**config.mk**
```make
export PLATFORM = sky130hd
export DESIGN_NAME = mebc_bus_ctrl
export DESIGN_NICKNAME = d
export VERILOG_FILES = /design/src/core/mebc_pkg.sv /design/src/core/mebc_bus_ctrl.sv /design/src/core/mebc_irq_sense.sv
export SDC_FILE = /design/constraint.sdc
export NUM_CORES = 1
export LEC_CHECK = 0
export BUFFER_PORTS_ARGS = -buffer_cell sky130_fd_sc_hd__buf_2
export CAP_MARGIN = 30
export CELL_PAD_IN_SITES_DETAIL_PLACEMENT = 0
export CELL_PAD_IN_SITES_GLOBAL_PLACEMENT = 2
export CORE_MARGIN = 2
export CORE_UTILIZATION = 34
export DETAILED_ROUTE_END_ITERATION = 10
export HOLD_SLACK_MARGIN = 0.03
export PLACE_DENSITY_LB_ADDON = 0.1
export SYNTH_ARGS = -nofsm -noshare
export SYNTH_HDL_FRONTEND = slang
export SYNTH_SLANG_ARGS = --single-unit
```
**constraint.sdc**
```tcl
create_clock -name sys_clk_i -period 2.7 [get_ports sys_clk_i]
set_input_delay 0.27 -clock sys_clk_i [delete_from_list [all_inputs] [get_ports sys_clk_i]]
set_output_delay 0.27 -clock sys_clk_i [all_outputs]
set_load 0.02 [all_outputs]
```
**src/core/mebc_pkg.sv**
```systemverilog
/*
 * Package for the external bus control block: bus cycle phases,
 * widths and cycle counts.
 * Assumes a single 100 MHz system clock acting as the oscillator.
 */
package mebc_pkg;
    // -------------------------------------------------------------
    // widths
    // -------------------------------------------------------------
    localparam int MEBC_LOW_ADDR_W = 8;
    localparam int MEBC_HIGH_ADDR_W = 5;
    localparam int MEBC_ADDR_W = 13;
    // -------------------------------------------------------------
    // strobe timing: one bus cycle is five oscillator cycles
    // -------------------------------------------------------------
    localparam int MEBC_CLK_PERIOD_NS = 10;
    localparam int MEBC_OSC_DIV = 5;
    localparam logic [2:0] MEBC_PH_LAST = 3'h4;
    localparam logic [2:0] MEBC_PH_AS = 3'h0;
    localparam logic [2:0] MEBC_PH_DS_START = 3'h2;
    localparam logic [2:0] MEBC_PH_DS_END = 3'h3;
    // -------------------------------------------------------------
    // reset values
    // -------------------------------------------------------------
    localparam logic [2:0] MEBC_PH_RST = 3'h0;
    localparam logic MEBC_RW_RST = 1'b1;
    localparam logic [12:0] MEBC_ADDR_RST = 13'h0000;
    localparam logic [7:0] MEBC_DATA_RST = 8'h00;

    typedef enum logic [1:0] {
        MEBC_RUN,
        MEBC_WAIT,
        MEBC_STOP
    } mebc_pwr_t;
endpackage

```
**src/core/mebc_bus_ctrl.sv**
```systemverilog
/*
 * External multiplexed bus control: address strobe, data strobe,
 * read/write direction, opcode fetch flag and the shared bus lines.
 * Assumes the core presents one access per bus cycle on core_* ports,
 * holding it until core_ack_o, and reads pwr_mode_i for wait/stop.
 */
// Functional notes
// reset low returns all state to initial
// interrupt input is level and edge sensitive
// fetch flag high during next opcode fetch
// fetch flag overlaps that cycle's data strobe
// data strobe on every read or write
// strobe at clock over five, not wait/stop
// direction high read, low write, before strobe
// direction shown for internal and external accesses
// address strobe marks low address on bus
// shared lines carry address then data
// upper five address lines driven dedicated
// strobes held inactive in wait and stop
`timescale 1ns/1ps
module mebc_bus_ctrl
    import mebc_pkg::*;
(
    input wire logic sys_clk_i,
    input wire logic rstn_i,
    input wire logic [1:0] pwr_mode_i,
    input wire logic core_req_i,
    input wire logic core_rd_i,
    input wire logic core_fetch_i,
    input wire logic [12:0] core_addr_i,
    input wire logic [7:0] core_wdata_i,
    output logic core_ack_o,
    output logic [7:0] core_rdata_o,
    input wire logic irq_n_i,
    input wire logic irq_ack_i,
    output logic irq_pend_o,
    output logic addr_latch_strobe_o,
    output logic transfer_strobe_o,
    output logic rd_wr_n_o,
    output logic opcode_fetch_flag_o,
    output logic [4:0] upper_addr_lines_o,
    input wire logic [7:0] shared_addr_data_lines_i,
    output logic [7:0] shared_addr_data_lines_o,
    output logic [7:0] shared_addr_data_lines_oe_o
);
    // ---------------------------------------------------------------
    // reset release
    // ---------------------------------------------------------------
    logic rst_s1_ff;
    logic rst_s2_ff;
    logic rst_n;

    always_ff @(posedge sys_clk_i or negedge rstn_i)
    begin
        if (!rstn_i)
        begin
            rst_s1_ff <= 1'b0;
            rst_s2_ff <= 1'b0;
        end
        else
        begin
            rst_s1_ff <= 1'b1;
            rst_s2_ff <= rst_s1_ff;
        end
    end

    // ---------------------------------------------------------------
    // interrupt sensing
    // ---------------------------------------------------------------
    assign rst_n = rst_s2_ff;

    mebc_irq_sense u_irq (
        .sys_clk_i(sys_clk_i),
        .rst_n_i(rst_n),
        .irq_n_i(irq_n_i),
        .irq_ack_i(irq_ack_i),
        .irq_pend_o(irq_pend_o)
    );

    // ---------------------------------------------------------------
    // phase counter and decode
    // ---------------------------------------------------------------
    // data strobe window of a phase, shared by strobe and bus enable decode
    function automatic logic in_ds_window(input logic [2:0] ph);
        return (ph >= MEBC_PH_DS_START) && (ph <= MEBC_PH_DS_END);
    endfunction

    logic [2:0] phase_ff;
    logic [2:0] nxt_phase;
    logic halted;
    logic ph_ds_last;
    logic ph_end;

    assign halted = (pwr_mode_i == MEBC_WAIT) | (pwr_mode_i == MEBC_STOP);
    assign ph_end = (phase_ff == MEBC_PH_LAST);
    // wait or stop parks the counter; the resumed cycle has no address strobe
    assign nxt_phase = halted ? MEBC_PH_RST : (ph_end ? MEBC_PH_RST : phase_ff + 3'h1);
    assign ph_ds_last = ~halted & (phase_ff == MEBC_PH_DS_END);

    always_ff @(posedge sys_clk_i or negedge rst_n)
    begin
        if (!rst_n)
            phase_ff <= MEBC_PH_RST;
        else
            phase_ff <= nxt_phase;
    end

    // ---------------------------------------------------------------
    // cycle capture at the start of each bus cycle
    // ---------------------------------------------------------------
    logic cyc_start;
    logic cyc_rd_ff;
    logic cyc_fetch_ff;
    logic cyc_act_ff;
    logic [12:0] cyc_addr_ff;
    logic [7:0] cyc_wdata_ff;
    logic [7:0] rdata_ff;
    logic ack_ff;

    assign cyc_start = ~halted & ph_end;

    always_ff @(posedge sys_clk_i or negedge rst_n)
    begin
        if (!rst_n)
        begin
            cyc_rd_ff <= MEBC_RW_RST;
            cyc_fetch_ff <= 1'b0;
            cyc_act_ff <= 1'b0;
            cyc_addr_ff <= MEBC_ADDR_RST;
            cyc_wdata_ff <= MEBC_DATA_RST;
        end
        else if (cyc_start)
        begin
            cyc_act_ff <= core_req_i;
            // idle cycles still strobe; they look like a read
            cyc_rd_ff <= core_req_i ? core_rd_i : 1'b1;
            cyc_fetch_ff <= core_req_i & core_fetch_i & core_rd_i;
            cyc_addr_ff <= core_req_i ? core_addr_i : cyc_addr_ff;
            cyc_wdata_ff <= core_wdata_i;
        end
    end

    // read data captured at the data strobe trailing phase
    always_ff @(posedge sys_clk_i or negedge rst_n)
    begin
        if (!rst_n)
        begin
            rdata_ff <= MEBC_DATA_RST;
            ack_ff <= 1'b0;
        end
        else
        begin
            ack_ff <= cyc_act_ff & ph_ds_last;
            if (cyc_act_ff & cyc_rd_ff & ph_ds_last)
                rdata_ff <= shared_addr_data_lines_i;
        end
    end

    assign core_ack_o = ack_ff;
    assign core_rdata_o = rdata_ff;

    // ---------------------------------------------------------------
    // registered pin outputs
    // ---------------------------------------------------------------
    logic as_ff;
    logic ds_ff;
    logic li_ff;
    logic [7:0] bus_out_ff;
    logic bus_oe_ff;
    logic nxt_as;
    logic nxt_ds;
    logic nxt_li;
    logic [2:0] next_ph_q;
    logic nxt_oe;
    logic [7:0] nxt_bus;
    logic nxt_is_as;
    logic nxt_is_ds;

    assign next_ph_q = nxt_phase;
    assign nxt_is_as = ~halted & (next_ph_q == MEBC_PH_AS) & ~(phase_ff == MEBC_PH_RST & ~ph_end);
    assign nxt_is_ds = ~halted & in_ds_window(next_ph_q);
    assign nxt_as = nxt_is_as;
    assign nxt_ds = nxt_is_ds;
    // flag spans the whole fetch cycle, covering its data strobe
    assign nxt_li = ~halted & (cyc_start ? (core_req_i & core_fetch_i & core_rd_i)
                                          : cyc_fetch_ff);
    // address phase drives low address, write data phase drives data
    // an idle cycle repeats the held address, so it matches the upper lines
    assign nxt_bus = (next_ph_q < MEBC_PH_DS_START) ?
                     ((cyc_start & core_req_i) ? core_addr_i[7:0] : cyc_addr_ff[7:0]) : cyc_wdata_ff;
    assign nxt_oe = ~halted & ((next_ph_q < MEBC_PH_DS_START) |
                    (~cyc_rd_ff & in_ds_window(next_ph_q)));

    always_ff @(posedge sys_clk_i or negedge rst_n)
    begin
        if (!rst_n)
        begin
            as_ff <= 1'b0;
            ds_ff <= 1'b0;
            li_ff <= 1'b0;
            bus_out_ff <= MEBC_DATA_RST;
            bus_oe_ff <= 1'b0;
        end
        else
        begin
            as_ff <= nxt_as;
            ds_ff <= nxt_ds;
            li_ff <= nxt_li;
            bus_out_ff <= nxt_bus;
            bus_oe_ff <= nxt_oe;
        end
    end

    assign addr_latch_strobe_o = as_ff;
    assign transfer_strobe_o = ds_ff;
    assign opcode_fetch_flag_o = li_ff;
    assign rd_wr_n_o = cyc_rd_ff;
    assign upper_addr_lines_o = cyc_addr_ff[12:8];
    assign shared_addr_data_lines_o = bus_out_ff;
    assign shared_addr_data_lines_oe_o = {MEBC_LOW_ADDR_W{bus_oe_ff}};

endmodule // mebc_bus_ctrl

```
**src/core/mebc_irq_sense.sv**
```systemverilog
/*
 * Interrupt request sensing: synchronises the active-low request pin
 * and reports a pending request on a falling edge or a held low level.
 * Assumes the pin is asynchronous to sys_clk_i.
 */
`timescale 1ns/1ps
module mebc_irq_sense
    import mebc_pkg::*;
(
    input wire logic sys_clk_i,
    input wire logic rst_n_i,
    input wire logic irq_n_i,
    input wire logic irq_ack_i,
    output logic irq_pend_o
);
    logic sync1_ff;
    logic sync2_ff;
    logic prev_ff;
    logic edge_ff;
    logic nxt_edge;
    logic fall;

    always_ff @(posedge sys_clk_i or negedge rst_n_i)
    begin
        if (!rst_n_i)
        begin
            sync1_ff <= 1'b1;
            sync2_ff <= 1'b1;
            prev_ff <= 1'b1;
            edge_ff <= 1'b0;
        end
        else
        begin
            sync1_ff <= irq_n_i;
            sync2_ff <= sync1_ff;
            prev_ff <= sync2_ff;
            edge_ff <= nxt_edge;
        end
    end

    assign fall = prev_ff & ~sync2_ff;
    // edge latch: a new edge wins over the acknowledge
    assign nxt_edge = fall | (edge_ff & ~irq_ack_i);
    assign irq_pend_o = edge_ff | ~sync2_ff;
endmodule // mebc_irq_sense

```
Word level (Yosys, flattened, before mapping)
Cells that the tools add are included.
{"block": "op_classes", "addsub": 1, "order_cmp": 3, "n_eq_ne": 4, "muxes": 6, "bitwise_logic": 27, "reduce_logical": 4}
{"cell": "$and A1 B1 Y1", "n": 17}
{"cell": "$mux W8", "n": 2}
{"cell": "$logic_not A3 Y1", "n": 2}
{"cell": "$mux W3", "n": 2}
{"cell": "$not A1 Y1", "n": 6}
{"cell": "$or A1 B1 Y1", "n": 4}
{"cell": "$add A3 B1 Y3 const B", "n": 1}
{"cell": "$eq A3 B2 Y1 const B", "n": 1}
{"cell": "$eq A3 B3 Y1 const B", "n": 1}
{"cell": "$ge A3 B2 Y1 const B", "n": 1}
{"cell": "$le A3 B2 Y1 const B", "n": 1}
{"cell": "$lt A3 B2 Y1 const B", "n": 1}
{"cell": "$eq A2 B1 Y1 const B", "n": 1}
{"cell": "$eq A2 B2 Y1 const B", "n": 1}
{"cell": "$mux W1", "n": 2}
{"cell": "$reduce_and A2 Y1", "n": 1}
{"cell": "$logic_and A1 B1 Y1", "n": 1}
{"block": "word_totals", "register_bits": 54, "inputBits": 38, "output_inout_bits": 35, "word_cells": 64}

Logic depth before layout (Yosys ltp)
Gate-level depths: netlist of the first run.
{"block": "depth", "word_depth": 8, "depth_mapped": 7, "mapped_depth_nobuf": 5}

Modules after synthesis
Synthesis of the first run repeated with hierarchy kept, for this count alone.
{"block": "unflattened", "hier_cells": 176, "hier_area_um2": 2200.9}
{"module": "mebc_bus_ctrl", "instances": 1, "cells_per_inst": 168, "area_per_inst_um2": 2073.2, "seq_area_each_um2": 1252.5}
{"module": "mebc_irq_sense", "instances": 1, "cells_per_inst": 8, "area_per_inst_um2": 127.6, "seq_area_each_um2": 103.8}

Worst setup path after synthesis of the first run
Ideal clock, no wire load.
{"block": "synth_timing", "path_type": "reg2reg", "from": "register phase_ff[0]", "to": "register as_ff (netlist: addr_latch_strobe_o)", "t_arrival_ps": 1764, "required_ps": 2580, "path_slack_ps": 816, "stages_incl_launch_ff": 8, "path_buffers": 2, "path_cell_list": "dfrtp_1 ha_1 ha_1 nor2b_1 clkbuf_1 or3_1 buf_2 and3_1"}
{"block": "synth_between", "elab_chain_len": 6, "elab_cells_between_ends": 11, "cone_classes": "add/sub (1); eq/ne (1); mux (2); bitwise (5); reduce/logical (2)"}
{"item": "start: declaration", "line": "mebc_bus_ctrl.sv:88", "source": "logic [2:0] phase_ff;"}
{"item": "start signal: assignment", "line": "mebc_bus_ctrl.sv:105", "source": "phase_ff <= nxt_phase;"}
{"item": "$add A3 B1 Y3 / $eq A3 B3 Y1 (equally long branches)", "line": "mebc_bus_ctrl.sv:97, mebc_bus_ctrl.sv:95"}
{"item": "$mux W3 (2 in a row)", "line": "mebc_bus_ctrl.sv:97", "source": "assign nxt_phase = halted ? MEBC_PH_RST : (ph_end ? MEBC_PH_RST : phase_ff + 3'h1);"}
{"item": "$logic_not A3 Y1", "line": "mebc_bus_ctrl.sv:180", "source": "assign nxt_is_as = ~halted & (next_ph_q == MEBC_PH_AS) & ~(phase_ff == MEBC_PH_RST & ~ph_end);"}
{"item": "$and A1 B1 Y1", "line": "mebc_bus_ctrl.sv:180"}
{"item": "$and A1 B1 Y1 *", "line": "mebc_bus_ctrl.sv:180"}
{"item": "named net nxt_as", "line": "mebc_bus_ctrl.sv:170", "source": "logic nxt_as;"}
{"item": "end signal: assignment", "line": "mebc_bus_ctrl.sv:206", "source": "as_ff <= nxt_as;"}
{"item": "end: declaration", "line": "mebc_bus_ctrl.sv:165", "source": "logic as_ff;"}
Mark *: on every way through the listed nets, which the timed path passes. The rest lies on a longest branch.
A chain may end at the register's enable or synchronous reset.

Final worst setup path of the first run
{"block": "layout_timing", "from": "register phase_ff[0]", "to": "register bus_out_ff[0] (netlist: shared_addr_data_lines_o[0])"}
{"block": "layout_between", "elab_chain_len": 5, "elab_cells_between_ends": 9, "cone_classes": "add/sub (1); order compare (1); eq/ne (1); mux (4); bitwise (2)"}
{"item": "$add A3 B1 Y3 / $eq A3 B3 Y1 (equally long branches)", "line": "mebc_bus_ctrl.sv:97, mebc_bus_ctrl.sv:95"}
{"item": "$mux W3 / $and A1 B1 Y1 (equally long branches)", "line": "mebc_bus_ctrl.sv:97, mebc_bus_ctrl.sv:120"}
{"item": "$mux W3 / $and A1 B1 Y1 (equally long branches)", "line": "mebc_bus_ctrl.sv:97, mebc_bus_ctrl.sv:190"}
{"item": "$lt A3 B2 Y1 / $mux W8 (equally long branches)", "line": "mebc_bus_ctrl.sv:189, mebc_bus_ctrl.sv:190"}
{"item": "$mux W8 *", "line": "mebc_bus_ctrl.sv:189", "source": "assign nxt_bus = (next_ph_q < MEBC_PH_DS_START) ?"}
{"item": "named net nxt_bus[0]", "line": "mebc_bus_ctrl.sv:175", "source": "logic [7:0] nxt_bus;"}
{"item": "end signal: assignment", "line": "mebc_bus_ctrl.sv:209", "source": "bus_out_ff <= nxt_bus;"}
{"item": "end: declaration", "line": "mebc_bus_ctrl.sv:168", "source": "logic [7:0] bus_out_ff;"}
Marked as above.

==> impl_metrics.prom, run 1 <==
# TYPE chip_impl_metric gauge
chip_impl_info{name="synth.area.top_cells",value="dfrtp_1 (57%), mux2_2 (11%), buf_4 (4.8%), dfstp_2 (4.8%), o21ai_0 (2.7%)"} 1
chip_impl_metric{name="first_global_vias",unit=""} 1683
chip_impl_metric{name="leakage",unit="µW"} 0.001417
chip_impl_metric{name="worst_ir_drop_vdd",unit="V"} 0.0003331
chip_impl_metric{name="layout.core_utilization",unit="%"} 42.50
chip_impl_metric{name="syn_avg_cell_area",unit="µm²"} 12.45
chip_impl_metric{name="buffer_ports.inserted",unit=""} 72
chip_impl_metric{name="boundaryPins",unit=""} 73
chip_impl_metric{name="detail_route.drc_violations",unit=""} 0
chip_impl_metric{name="maximum_number_of_pins_on_one_net_before_global_route_repair",unit=""} 26
chip_impl_metric{name="ant_nets",unit=""} 0
chip_impl_metric{name="min_period",unit="ns"} 2.226
chip_impl_metric{name="number_of_distinct_library_cell_variants_in_the_gate_level_netlist_after_synthesis",unit=""} 27
chip_impl_metric{name="fp.dieArea",unit="µm²"} 7101
chip_impl_metric{name="post_drt_wl_per_cell",unit="µm"} 14.92
chip_impl_metric{name="first_iter_violations",unit=""} 86
chip_impl_metric{name="design.final.nets",unit=""} 281
chip_impl_metric{name="global_route.overflow_total",unit=""} 0
chip_impl_info{name="crit_path_start_kind",value="flip-flop"} 1
chip_impl_metric{name="timing.setup.tns",unit="ns"} 0
chip_impl_metric{name="place_congestion",unit=""} 0.7336
chip_impl_metric{name="place.detailed.hpwl",unit="mm"} 3.427
chip_impl_metric{name="max_cap_viol_count",unit=""} 0
chip_impl_metric{name="netlist.area_leader.share",unit="%"} 57.11
chip_impl_info{name="yosys.area.top_type",value="dfrtp_1"} 1
chip_impl_metric{name="grt_first_pass_wirelength",unit="mm"} 8.204
chip_impl_info{name="outcome",value="finished, final reports clean"} 1
chip_impl_metric{name="number_of_enable_flip_flop_cells_after_synthesis",unit=""} 0
chip_impl_metric{name="ctsResizeCount",unit=""} 0
chip_impl_info{name="timing.setup.critical_path_class",value="flip-flop to flip-flop"} 1
chip_impl_metric{name="cp_data_required_time",unit="ns"} 2.86
chip_impl_metric{name="ys_seq_elements",unit=""} 54
chip_impl_info{name="hold_class",value="input port to flip-flop"} 1
chip_impl_info{name="cts_tree",value="built"} 1
chip_impl_metric{name="horiz_die_dim",unit="µm"} 84.27
chip_impl_metric{name="max_slew_headroom_at_the_worst_pin",unit="%"} 52.43
chip_impl_metric{name="n_antenna_cell",unit=""} 0
chip_impl_metric{name="worst-endpoint-arrival",unit="ns"} 2.39
chip_impl_metric{name="clk_pin_slew_worst_paths",unit="ns"} 0.09
chip_impl_metric{name="seq_area_frac_synth",unit="%"} 61.91
chip_impl_info{name="rsz0062_at_grt",value="false"} 1
chip_impl_metric{name="cts_made_buffers",unit=""} 5
chip_impl_info{name="clockRootBuffer",value="clkbuf_8"} 1
chip_impl_metric{name="core",unit="µm²"} 6277
chip_impl_metric{name="clock_tree.htree_level_count",unit=""} 2
chip_impl_metric{name="crit_path_max_fanout",unit=""} 9
chip_impl_metric{name="power-per-cell-area",unit="nW/µm²"} 956.0
chip_impl_metric{name="final_max_slew_viol_count",unit=""} 0
chip_impl_metric{name="placementRows",unit=""} 29
chip_impl_metric{name="totalWireLength",unit="mm"} 4.744
chip_impl_info{name="netlist_top_cells_count",value="dfrtp_1 (50), mux2_2 (21), buf_4 (14), nand2_1 (14), o21ai_0 (12)"} 1
chip_impl_metric{name="die_h",unit="µm"} 84.27
chip_impl_metric{name="area_growth_syn_to_layout",unit="%"} 21.76
chip_impl_metric{name="groute.usage.overall",unit="%"} 14.59
chip_impl_metric{name="fmax",unit="GHz"} 0.4492
chip_impl_metric{name="synth-warning-count",unit=""} 0
chip_impl_metric{name="post_synthesis_instance_total",unit=""} 176
chip_impl_metric{name="worst_clock_skew",unit="ns"} 0.006763
chip_impl_metric{name="drt_pre_antenna_iters",unit=""} 4
chip_impl_metric{name="start_util",unit="%"} 34.90
chip_impl_metric{name="count_of_final_hold_check_violations",unit=""} 0
chip_impl_metric{name="synth-async-reset-ratio",unit="%"} 100.0
chip_impl_info{name="synthFlopType",value="dfrtp_1"} 1
chip_impl_metric{name="syn_area",unit="µm²"} 2191
chip_impl_metric{name="tightest_slew",unit="ns"} 0.7121
chip_impl_metric{name="clock_sink_count",unit=""} 54
chip_impl_metric{name="drive_gt1_share",unit="%"} 46.89
chip_impl_metric{name="route.detailed.vias_per_inst",unit=""} 4.890
chip_impl_info{name="nature_of_the_critical_path_endpoint",value="flip-flop"} 1
chip_impl_metric{name="postSynthNetCount",unit=""} 217
chip_impl_metric{name="insertion_delay",unit="ns"} 0.30
chip_impl_metric{name="timing.final.crit_share",unit="%"} 82.45
chip_impl_metric{name="route.vias.total",unit=""} 1555
chip_impl_info{name="synth_most_common_cell",value="dfrtp_1"} 1
chip_impl_metric{name="timing.final.setup_violations",unit=""} 0
chip_impl_metric{name="maximum_buffer_depth_of_the_clock_tree",unit=""} 2
chip_impl_metric{name="antenna_found_initial",unit=""} 0
## stage by stage
stage	power, µW	setup slack, ns	instances	cell area (µm²)	hold slack [ns]
CTS	2593	0.4242	318	2668	0.04724
global placement	2036	0.5613	309	2549	0.06023
finish	2550	0.4737	318	2668	0.06390
detailed placement	2051	0.4922	309	2549	0.06367
floorplan	1851	0.8160	176	2191	-0.02559
global route	2739	0.2804	318	2668	0.04146
## layer usage
layer,share of wire (%),track usage [%],vias up,routed length [µm]
met4,0.53,3.959,0,25
met2,52,25.11,35,2455
met3,4.3,3.835,2,205
met1,43,18.23,785,2059
met5,0,0,-,0
li1,-,-,733,-
## cell type report
| class | instances | area [µm²] |
|---|---|---|
| Clock buffer | 5 | 68.82 |
| Clock inverter | 3 | 40.04 |
| Fill cell | 613 | 3610 |
| Inverter | 5 | 18.77 |
| Multi-Input combinational cell | 96 | 678.2 |
| Sequential cell | 54 | 1358 |
| Tap cell | 77 | 96.34 |
| Timing Repair Buffer | 78 | 407.9 |
## timing repair
item,in CTS,in global routing
hold buffers,1,0
setup buffers,0,0
hold endpoints to repair,2,0
setup endpoints to repair,0,0
## final timing paths
path,startpoint,end,slack (ns),cells after the start
worst max-delay path,phase_ff[0]$_DFF_PN0_,shared_addr_data_lines_o[0]$_DFF_PN0_,0.47,5
worst min-delay path,irq_n_i,u_irq.sync1_ff$_DFF_PN1_,0.06,1
worst max register to register,phase_ff[0]$_DFF_PN0_,shared_addr_data_lines_o[0]$_DFF_PN0_,0.47,5
worst min register to register,rst_n$_DFF_PN0_,cyc_act_ff$_DFFE_PN0N_,0.19,0
max in group asynchronous,rst_n$_DFF_PN0_,u_irq.sync2_ff$_DFF_PN1_,1.87,1
min in group asynchronous,rst_n$_DFF_PN0_,cyc_act_ff$_DFFE_PN0N_,0.19,0
## sequential cells by signal (all words and copies together), names as in the netlist, 3 cells and up
register / flops
phase_ff: 3
shared_addr_data_lines_o: 8
cyc_addr_ff: 13
cyc_wdata_ff: 8
core_rdata_o: 8
## critical path: stages, from the launching register on
cell and delay, ns:
dfrtp_1 0.40, ha_1 0.20, ha_1 0.32, nor2b_1 0.60, or3_1 0.41, a31oi_1 0.16
## power breakdown
group	leakage [µW]	internal, µW	switching (µW)
Combinational	0.000663	329	503
Sequential	0.000695	1070	124
Clock	0.0000579	273	250
## cells in the final DEF, fill, tap and decap left out
master          n
a21oi_1         2
buf_2          72
conb_1          1
xor2_1          1
nand3_2         1
mux2_2         21
nand2_1        14
and3_1          3
dlygate4sd3_1   1
nor2b_1         2
dfrtp_1        49
clkinv_2        2
dfstp_2         4
nor3_1          2
ha_1            3
a21o_1          1
o22ai_1         1
nand4_1         8
nor4_1          8
o21ai_0        12
clkbuf_8        5
a31oi_1         8
bufinv_16       1
buf_4           5
nor2_1          2
inv_1           5
dfrtp_2         1
xnor2_1         1
nand4_2         1
and2_1          2
or3_1           2
## logic make-up (layout without fill, tap and decap cells)
logic type | Yosys count | count (layout) | share of synthesized area [%]
buffers and inverters | 26 | 91 | 7.139
AOI/OAI and AO/OA | 24 | 24 | 6.111
muxes | 21 | 21 | 10.79
other | 1 | 1 | 0.1712
adders and majority gates | 3 | 3 | 1.713
DFF | 54 | 54 | 61.91
and+or+nand+nor | 45 | 45 | 11.36
xor gates and xnor gates | 2 | 2 | 0.7997
No activity file was read; power rests on OpenSTA's default activity.
==> run 2: changes to the inputs <==
CORE_UTILIZATION = 31   (was 34)
clock period = 2.1 ns   (was 2.7 ns; I/O delays follow)
==> impl_metrics.prom, run 2 (same netlist as run 1, synthesis figures left out) <==
# TYPE chip_impl_metric gauge
chip_impl_info{name="outcome",value="finished, final reports clean"} 1
chip_impl_metric{name="post_drt_wl_per_cell",unit="µm"} 13.92
chip_impl_info{name="hold_class",value="input port to flip-flop"} 1
chip_impl_metric{name="count_of_final_hold_check_violations",unit=""} 0
chip_impl_metric{name="timing.setup.tns",unit="ns"} 0
chip_impl_metric{name="sw_frac_of_total",unit="%"} 33.89
chip_impl_info{name="clockRootBuffer",value="clkbuf_8"} 1
chip_impl_metric{name="start_util",unit="%"} 32.07
chip_impl_metric{name="route.vias.total",unit=""} 1542
chip_impl_metric{name="max_stage_delay",unit="ns"} 0.47
chip_impl_metric{name="timing.final.setup_violations",unit=""} 0
chip_impl_metric{name="clock_sink_count",unit=""} 54
chip_impl_metric{name="drt_pre_antenna_iters",unit=""} 4
chip_impl_info{name="rsz0062_at_grt",value="false"} 1
chip_impl_info{name="mostFrequentLayoutCells",value="buf_2 (72), dfrtp_1 (49), mux2_2 (21), nand2_1 (14), o21ai_0 (12)"} 1
chip_impl_metric{name="place.detailed.hpwl",unit="mm"} 3.517
chip_impl_metric{name="maximum_number_of_pins_on_one_net_before_global_route_repair",unit=""} 33
chip_impl_metric{name="hold-worst-slack",unit="ns"} 0.07365
chip_impl_metric{name="worst-endpoint-arrival",unit="ns"} 2.07
chip_impl_metric{name="route.detailed.vias_per_inst",unit=""} 4.535
chip_impl_metric{name="groute.usage.overall",unit="%"} 13.42
chip_impl_metric{name="setup_ws",unit="ns"} 0.2299
chip_impl_metric{name="crit_path_max_fanout",unit=""} 9
chip_impl_metric{name="worst_ir_drop_vdd",unit="V"} 0.0003708
chip_impl_metric{name="insertion_delay",unit="ns"} 0.31
chip_impl_metric{name="switchingPower",unit="µW"} 1132
chip_impl_metric{name="leakage",unit="µW"} 0.001437
chip_impl_metric{name="power-per-cell-area",unit="nW/µm²"} 1221
chip_impl_metric{name="place_congestion",unit=""} 0.7269
chip_impl_metric{name="pre_cts_setup_slack",unit="ns"} 0.2218
chip_impl_metric{name="fmax",unit="GHz"} 0.5347
chip_impl_metric{name="area_growth_syn_to_layout",unit="%"} 24.90
chip_impl_metric{name="first_iter_violations",unit=""} 21
chip_impl_info{name="crit_path_cell_trace",value="ha_1 > ha_1 > nor2b_1 > or3_1 > and3_1"} 1
chip_impl_metric{name="min_period",unit="ns"} 1.870
chip_impl_metric{name="totalWireLength",unit="mm"} 4.732
chip_impl_info{name="nature_of_the_critical_path_endpoint",value="flip-flop"} 1
chip_impl_metric{name="fp.dieArea",unit="µm²"} 7755
chip_impl_info{name="timing.setup.critical_path_class",value="flip-flop to flip-flop"} 1
chip_impl_info{name="max_flop_register",value="cyc_addr_ff"} 1
chip_impl_info{name="cts_tree",value="built"} 1
chip_impl_metric{name="buffer_ports.inserted",unit=""} 72
chip_impl_metric{name="grt_first_pass_wirelength",unit="mm"} 7.997
chip_impl_metric{name="worst_clock_skew",unit="ns"} 0.008292
chip_impl_metric{name="first_global_vias",unit=""} 1696
chip_impl_metric{name="clk_pin_slew_worst_paths",unit="ns"} 0.09
chip_impl_metric{name="design.final.nets",unit=""} 284
chip_impl_info{name="most_frequent_standard_cell_in_the_layout_excluding_fill_and_tap_cells",value="buf_2"} 1
chip_impl_metric{name="ant_nets",unit=""} 0
chip_impl_metric{name="cts_made_buffers",unit=""} 5
chip_impl_metric{name="maximum_buffer_depth_of_the_clock_tree",unit=""} 2
chip_impl_metric{name="p_seq_share",unit="%"} 45.8
chip_impl_metric{name="max_cap_viol_count",unit=""} 0
chip_impl_metric{name="drive_gt1_share",unit="%"} 46.72
chip_impl_metric{name="horiz_die_dim",unit="µm"} 88.07
chip_impl_metric{name="core",unit="µm²"} 6832
chip_impl_metric{name="share_clk_of_total_power",unit="%"} 21.5
chip_impl_metric{name="largest_reg_flops",unit=""} 13
chip_impl_metric{name="comb_power_share",unit="%"} 32.6
chip_impl_metric{name="antenna_found_initial",unit=""} 0
chip_impl_metric{name="global_route.overflow_total",unit=""} 0
chip_impl_metric{name="timing.final.crit_share",unit="%"} 89.05
chip_impl_metric{name="placementRows",unit=""} 30
chip_impl_metric{name="detail_route.drc_violations",unit=""} 0
chip_impl_metric{name="fillers",unit=""} 703
chip_impl_metric{name="clock_tree.htree_level_count",unit=""} 2
chip_impl_metric{name="internal_power",unit="µW"} 2209
chip_impl_info{name="critical-path-top-cell-by-count",value="ha_1"} 1
chip_impl_info{name="crit_path_start_kind",value="flip-flop"} 1
chip_impl_metric{name="boundaryPins",unit=""} 73
chip_impl_info{name="slowest_stage",value="or3_1"} 1
chip_impl_metric{name="postCtsSetupBuffers",unit=""} 0
chip_impl_metric{name="final_max_slew_viol_count",unit=""} 0
chip_impl_metric{name="die_h",unit="µm"} 88.07
chip_impl_metric{name="cp_data_required_time",unit="ns"} 2.30
chip_impl_metric{name="n_antenna_cell",unit=""} 0
==> run 2: cell types whose count changed in the layout (fill, tap and decap cells not counted) <==
cell,delta
buf_4,+1
dlygate4sd3_1,+1
buf_12,+1
clkbuf_1,+1
clkinv_2,-2
clkbuf_8,+1
==> run 2: what timing repair did <==
item	4_1_cts	5_1_grt
hold buffers	2	0
gates resized for setup	0	0
endpoints found under the hold margin	3	0
==> run 2: through the flow <==
stage          util (%)  total power [µW]  cells  area (µm²)
6_report          40.05              3341    340        2736
5_1_grt           40.05              3571    340        2736
4_1_cts           40.05              3388    340        2736
3_5_place_dp      38.06              2660    330        2600
3_3_place_gp      38.06              2631    330        2600
2_1_floorplan         -              2380    176        2191
==> run 2: metal layers <==
layer	global-route usage [%]	wire length, µm	vias up
met2	22.93	2393	39
li1	-	-	741
met3	2.733	221	8
met5	0	0	-
met1	16.78	2034	754
met4	5.096	83	0
==> run 2: final cells by class <==
class                   instances  area [µm²]  area share [%]
clock buffers                   7       86.33           3.155
clock inverters                 1       30.03           1.097
inverters                       5       18.77          0.6859
multi-input cells              96       678.2           24.78
flip-flops and latches         54        1358           49.61
well taps                      96       120.1           4.390
repair buffers                 81       445.4           16.28
==> run 2: path summary, 6_finish.rpt <==
check                      cells after the start             startpoint                             to  slack [ns]
min in group asynchronous                      2                 rstn_i                rst_n$_DFF_PN0_        0.19
setup / recovery                               5  phase_ff[0]$_DFF_PN0_  addr_latch_strobe_o$_DFF_PN0_        0.23
max in group asynchronous                      1        rst_n$_DFF_PN0_          rd_wr_n_o$_DFFE_PN1N_        1.25
hold / removal                                 2              irq_ack_i        u_irq.edge_ff$_DFF_PN0_        0.07
setup reg to reg                               5  phase_ff[0]$_DFF_PN0_  addr_latch_strobe_o$_DFF_PN0_        0.23
hold reg to reg                                0        rst_n$_DFF_PN0_    cyc_wdata_ff[2]$_DFFE_PN0N_        0.23
==> run 2: power groups by stage <==
| stage | sequential (µW) | clock (µW) | combinational, µW |
|---|---|---|---|
| after floorplan | 1680 | 0 | 698 |
| after global placement | 1550 | 0 | 1080 |
| after detailed placement | 1560 | 0 | 1100 |
| after CTS | 1540 | 740 | 1110 |
| after global routing | 1580 | 794 | 1200 |
| final | 1530 | 720 | 1090 |
==> run 2: worst max-delay path: cells and delay by family (launching register included) <==
family                   cells  cell delay (ns)
adder cells (fa/ha/maj)      2             0.52
flip-flops                   1             0.41
AND/OR/NAND/NOR              3             0.85
==> run 3: changes to the inputs <==
MAX_ROUTING_LAYER = met4   (was not set)
RECOVER_POWER = 100   (was not set)
==> impl_metrics.prom, run 3 (same netlist as run 1, synthesis figures left out) <==
# TYPE chip_impl_metric gauge
chip_impl_info{name="outcome",value="finished, final reports clean"} 1
chip_impl_metric{name="core",unit="µm²"} 6832
chip_impl_metric{name="start_util",unit="%"} 32.07
chip_impl_metric{name="maximum_buffer_depth_of_the_clock_tree",unit=""} 2
chip_impl_metric{name="postCtsSetupBuffers",unit=""} 0
chip_impl_metric{name="design.final.nets",unit=""} 284
chip_impl_metric{name="pre_cts_setup_slack",unit="ns"} 0.2218
chip_impl_metric{name="cts_made_buffers",unit=""} 5
chip_impl_metric{name="clock_sink_count",unit=""} 54
chip_impl_metric{name="clock_tree.htree_level_count",unit=""} 2
chip_impl_metric{name="internal_power",unit="µW"} 2144
chip_impl_metric{name="route.vias.total",unit=""} 1547
chip_impl_info{name="timing.setup.critical_path_class",value="flip-flop to flip-flop"} 1
chip_impl_info{name="nature_of_the_critical_path_endpoint",value="flip-flop"} 1
chip_impl_metric{name="clk_pin_slew_worst_paths",unit="ns"} 0.09
chip_impl_metric{name="maximum_number_of_pins_on_one_net_before_global_route_repair",unit=""} 33
chip_impl_metric{name="fmax",unit="GHz"} 0.5326
chip_impl_metric{name="fin_cells",unit=""} 340
chip_impl_metric{name="timing.setup.tns",unit="ns"} 0
chip_impl_metric{name="worst_clock_skew",unit="ns"} 0.01003
chip_impl_metric{name="post_drt_wl_per_cell",unit="µm"} 13.99
chip_impl_metric{name="power-per-cell-area",unit="nW/µm²"} 1232
chip_impl_metric{name="first_global_vias",unit=""} 1699
chip_impl_metric{name="worst_ir_drop_vdd",unit="V"} 0.0003671
chip_impl_metric{name="placementRows",unit=""} 30
chip_impl_metric{name="worst-endpoint-arrival",unit="ns"} 2.08
chip_impl_metric{name="timing.final.crit_share",unit="%"} 89.40
chip_impl_info{name="clockRootBuffer",value="clkbuf_8"} 1
chip_impl_metric{name="ant_nets",unit=""} 0
chip_impl_metric{name="area_growth_syn_to_layout",unit="%"} 21.53
chip_impl_info{name="worstReg2RegStart",value="phase_ff[0]$_DFF_PN0_"} 1
chip_impl_metric{name="groute.usage.overall",unit="%"} 13.86
chip_impl_info{name="reg2reg_to",value="addr_latch_strobe_o$_DFF_PN0_"} 1
chip_impl_metric{name="detail_route.drc_violations",unit=""} 0
chip_impl_info{name="max_flop_register",value="cyc_addr_ff"} 1
chip_impl_metric{name="route.detailed.vias_per_inst",unit=""} 4.550
chip_impl_metric{name="antenna_found_initial",unit=""} 0
chip_impl_metric{name="setup_ws",unit="ns"} 0.2226
chip_impl_metric{name="fp.dieArea",unit="µm²"} 7755
chip_impl_info{name="hold_class",value="input port to flip-flop"} 1
chip_impl_metric{name="first_iter_violations",unit=""} 33
chip_impl_metric{name="n_antenna_cell",unit=""} 0
chip_impl_metric{name="p_seq_share",unit="%"} 46.8
chip_impl_info{name="cts_tree",value="built"} 1
chip_impl_metric{name="worstRegToRegCells",unit=""} 5
chip_impl_metric{name="totalWireLength",unit="mm"} 4.757
chip_impl_metric{name="tightest_slew",unit="ns"} 0.8398
chip_impl_info{name="crit_path_start_kind",value="flip-flop"} 1
chip_impl_metric{name="crit_path_max_fanout",unit=""} 9
chip_impl_metric{name="r2r_setup_slack",unit="ns"} 0.22
chip_impl_metric{name="place.detailed.hpwl",unit="mm"} 3.517
chip_impl_metric{name="max_cap_viol_count",unit=""} 0
chip_impl_metric{name="cp_data_required_time",unit="ns"} 2.30
chip_impl_metric{name="comb_power_share",unit="%"} 31.3
chip_impl_metric{name="timing.final.setup_violations",unit=""} 0
chip_impl_metric{name="count_of_final_hold_check_violations",unit=""} 0
chip_impl_metric{name="boundaryPins",unit=""} 73
chip_impl_metric{name="drive_gt1_share",unit="%"} 29.92
chip_impl_metric{name="numPlacedInstances",unit=""} 330
chip_impl_metric{name="die_h",unit="µm"} 88.07
chip_impl_metric{name="sw_frac_of_total",unit="%"} 34.66
chip_impl_metric{name="insertion_delay",unit="ns"} 0.31
chip_impl_info{name="most_frequent_standard_cell_in_the_layout_excluding_fill_and_tap_cells",value="dfrtp_1"} 1
chip_impl_metric{name="min_period",unit="ns"} 1.877
chip_impl_metric{name="final_max_slew_viol_count",unit=""} 0
chip_impl_metric{name="horiz_die_dim",unit="µm"} 88.07
chip_impl_metric{name="global_route.overflow_total",unit=""} 0
chip_impl_metric{name="place_congestion",unit=""} 0.7356
chip_impl_info{name="rsz0062_at_grt",value="false"} 1
chip_impl_metric{name="max_slew_headroom_at_the_worst_pin",unit="%"} 44.01
chip_impl_metric{name="grt_first_pass_wirelength",unit="mm"} 8.010
chip_impl_info{name="mostFrequentLayoutCells",value="dfrtp_1 (50), clkbuf_1 (38), buf_2 (35), mux2_2 (21), nand2_1 (14)"} 1
chip_impl_metric{name="leakage",unit="µW"} 0.001289
chip_impl_metric{name="drt_pre_antenna_iters",unit=""} 3
chip_impl_metric{name="largest_reg_flops",unit=""} 13
chip_impl_info{name="hold-path-endpoint",value="u_irq.edge_ff$_DFF_PN0_"} 1
chip_impl_metric{name="fin_total_pwr",unit="µW"} 3281
chip_impl_metric{name="hold_path_depth",unit=""} 2
chip_impl_metric{name="share_clk_of_total_power",unit="%"} 21.9
chip_impl_metric{name="buffer_ports.inserted",unit=""} 72
chip_impl_metric{name="switchingPower",unit="µW"} 1137
chip_impl_info{name="hold_start",value="irq_ack_i"} 1
run 3: final cells by class:
class | count | area, µm²
multi-input combinational | 96 | 666.9
clock inverter | 1 | 30.03
inverter | 5 | 18.77
fill | 723 | 4169
tap | 96 | 120.1
clock buffer | 7 | 86.33
timing repair buffer | 81 | 384.1
sequential | 54 | 1356
run 3: worst max-delay path, stage by stage (launching register included):
cell and delay, ns:
dfrtp_1 0.41, ha_1 0.21, ha_1 0.31, nor2b_1 0.15
or3_1 0.47, and3_1 0.23
run 3: worst max-delay path by stage:
stage	startpoint	endpoint	depth (start not counted)
floorplan	phase_ff[0]$_DFF_PN0_	addr_latch_strobe_o$_DFF_PN0_	7
global placement	phase_ff[0]$_DFF_PN0_	addr_latch_strobe_o$_DFF_PN0_	5
detailed placement	phase_ff[0]$_DFF_PN0_	addr_latch_strobe_o$_DFF_PN0_	5
CTS	phase_ff[0]$_DFF_PN0_	addr_latch_strobe_o$_DFF_PN0_	5
global route	phase_ff[0]$_DFF_PN0_	cyc_addr_ff[12]$_DFFE_PN0P_	6
finish	phase_ff[0]$_DFF_PN0_	addr_latch_strobe_o$_DFF_PN0_	5
run 3: through the flow:
stage | area, µm² | util, % | hold slack, ns
2_1_floorplan | 2191 | - | -0.08559
3_3_place_gp | 2600 | 38.06 | -0.003751
3_5_place_dp | 2600 | 38.06 | -0.002401
4_1_cts | 2736 | 40.05 | 0.07059
5_1_grt | 2663 | 38.97 | 0.08398
6_report | 2663 | 38.97 | 0.07479
run 3: power groups by stage:
stage | clock network, µW | registers (µW) | logic, µW
6_report | 720 | 1530 | 1030
4_1_cts | 740 | 1540 | 1110
3_3_place_gp | 0 | 1550 | 1080
2_1_floorplan | 0 | 1680 | 698
3_5_place_dp | 0 | 1560 | 1100
5_1_grt | 794 | 1580 | 1130
run 3: timing repair:
action | in CTS | in global routing
hold endpoints to repair | 3 | 0
gates resized for setup | 0 | 0
hold buffers | 2 | 0
run 3: layer usage:
metal  global-route usage (%)  vias to the layer above  share of wire, %
li1                         -                      740                 -
met1                    16.90                      760                44
met2                    22.93                       40                50
met3                    2.639                        7               4.5
met4                    5.096                        0               1.6
met5                        -                        -                 0
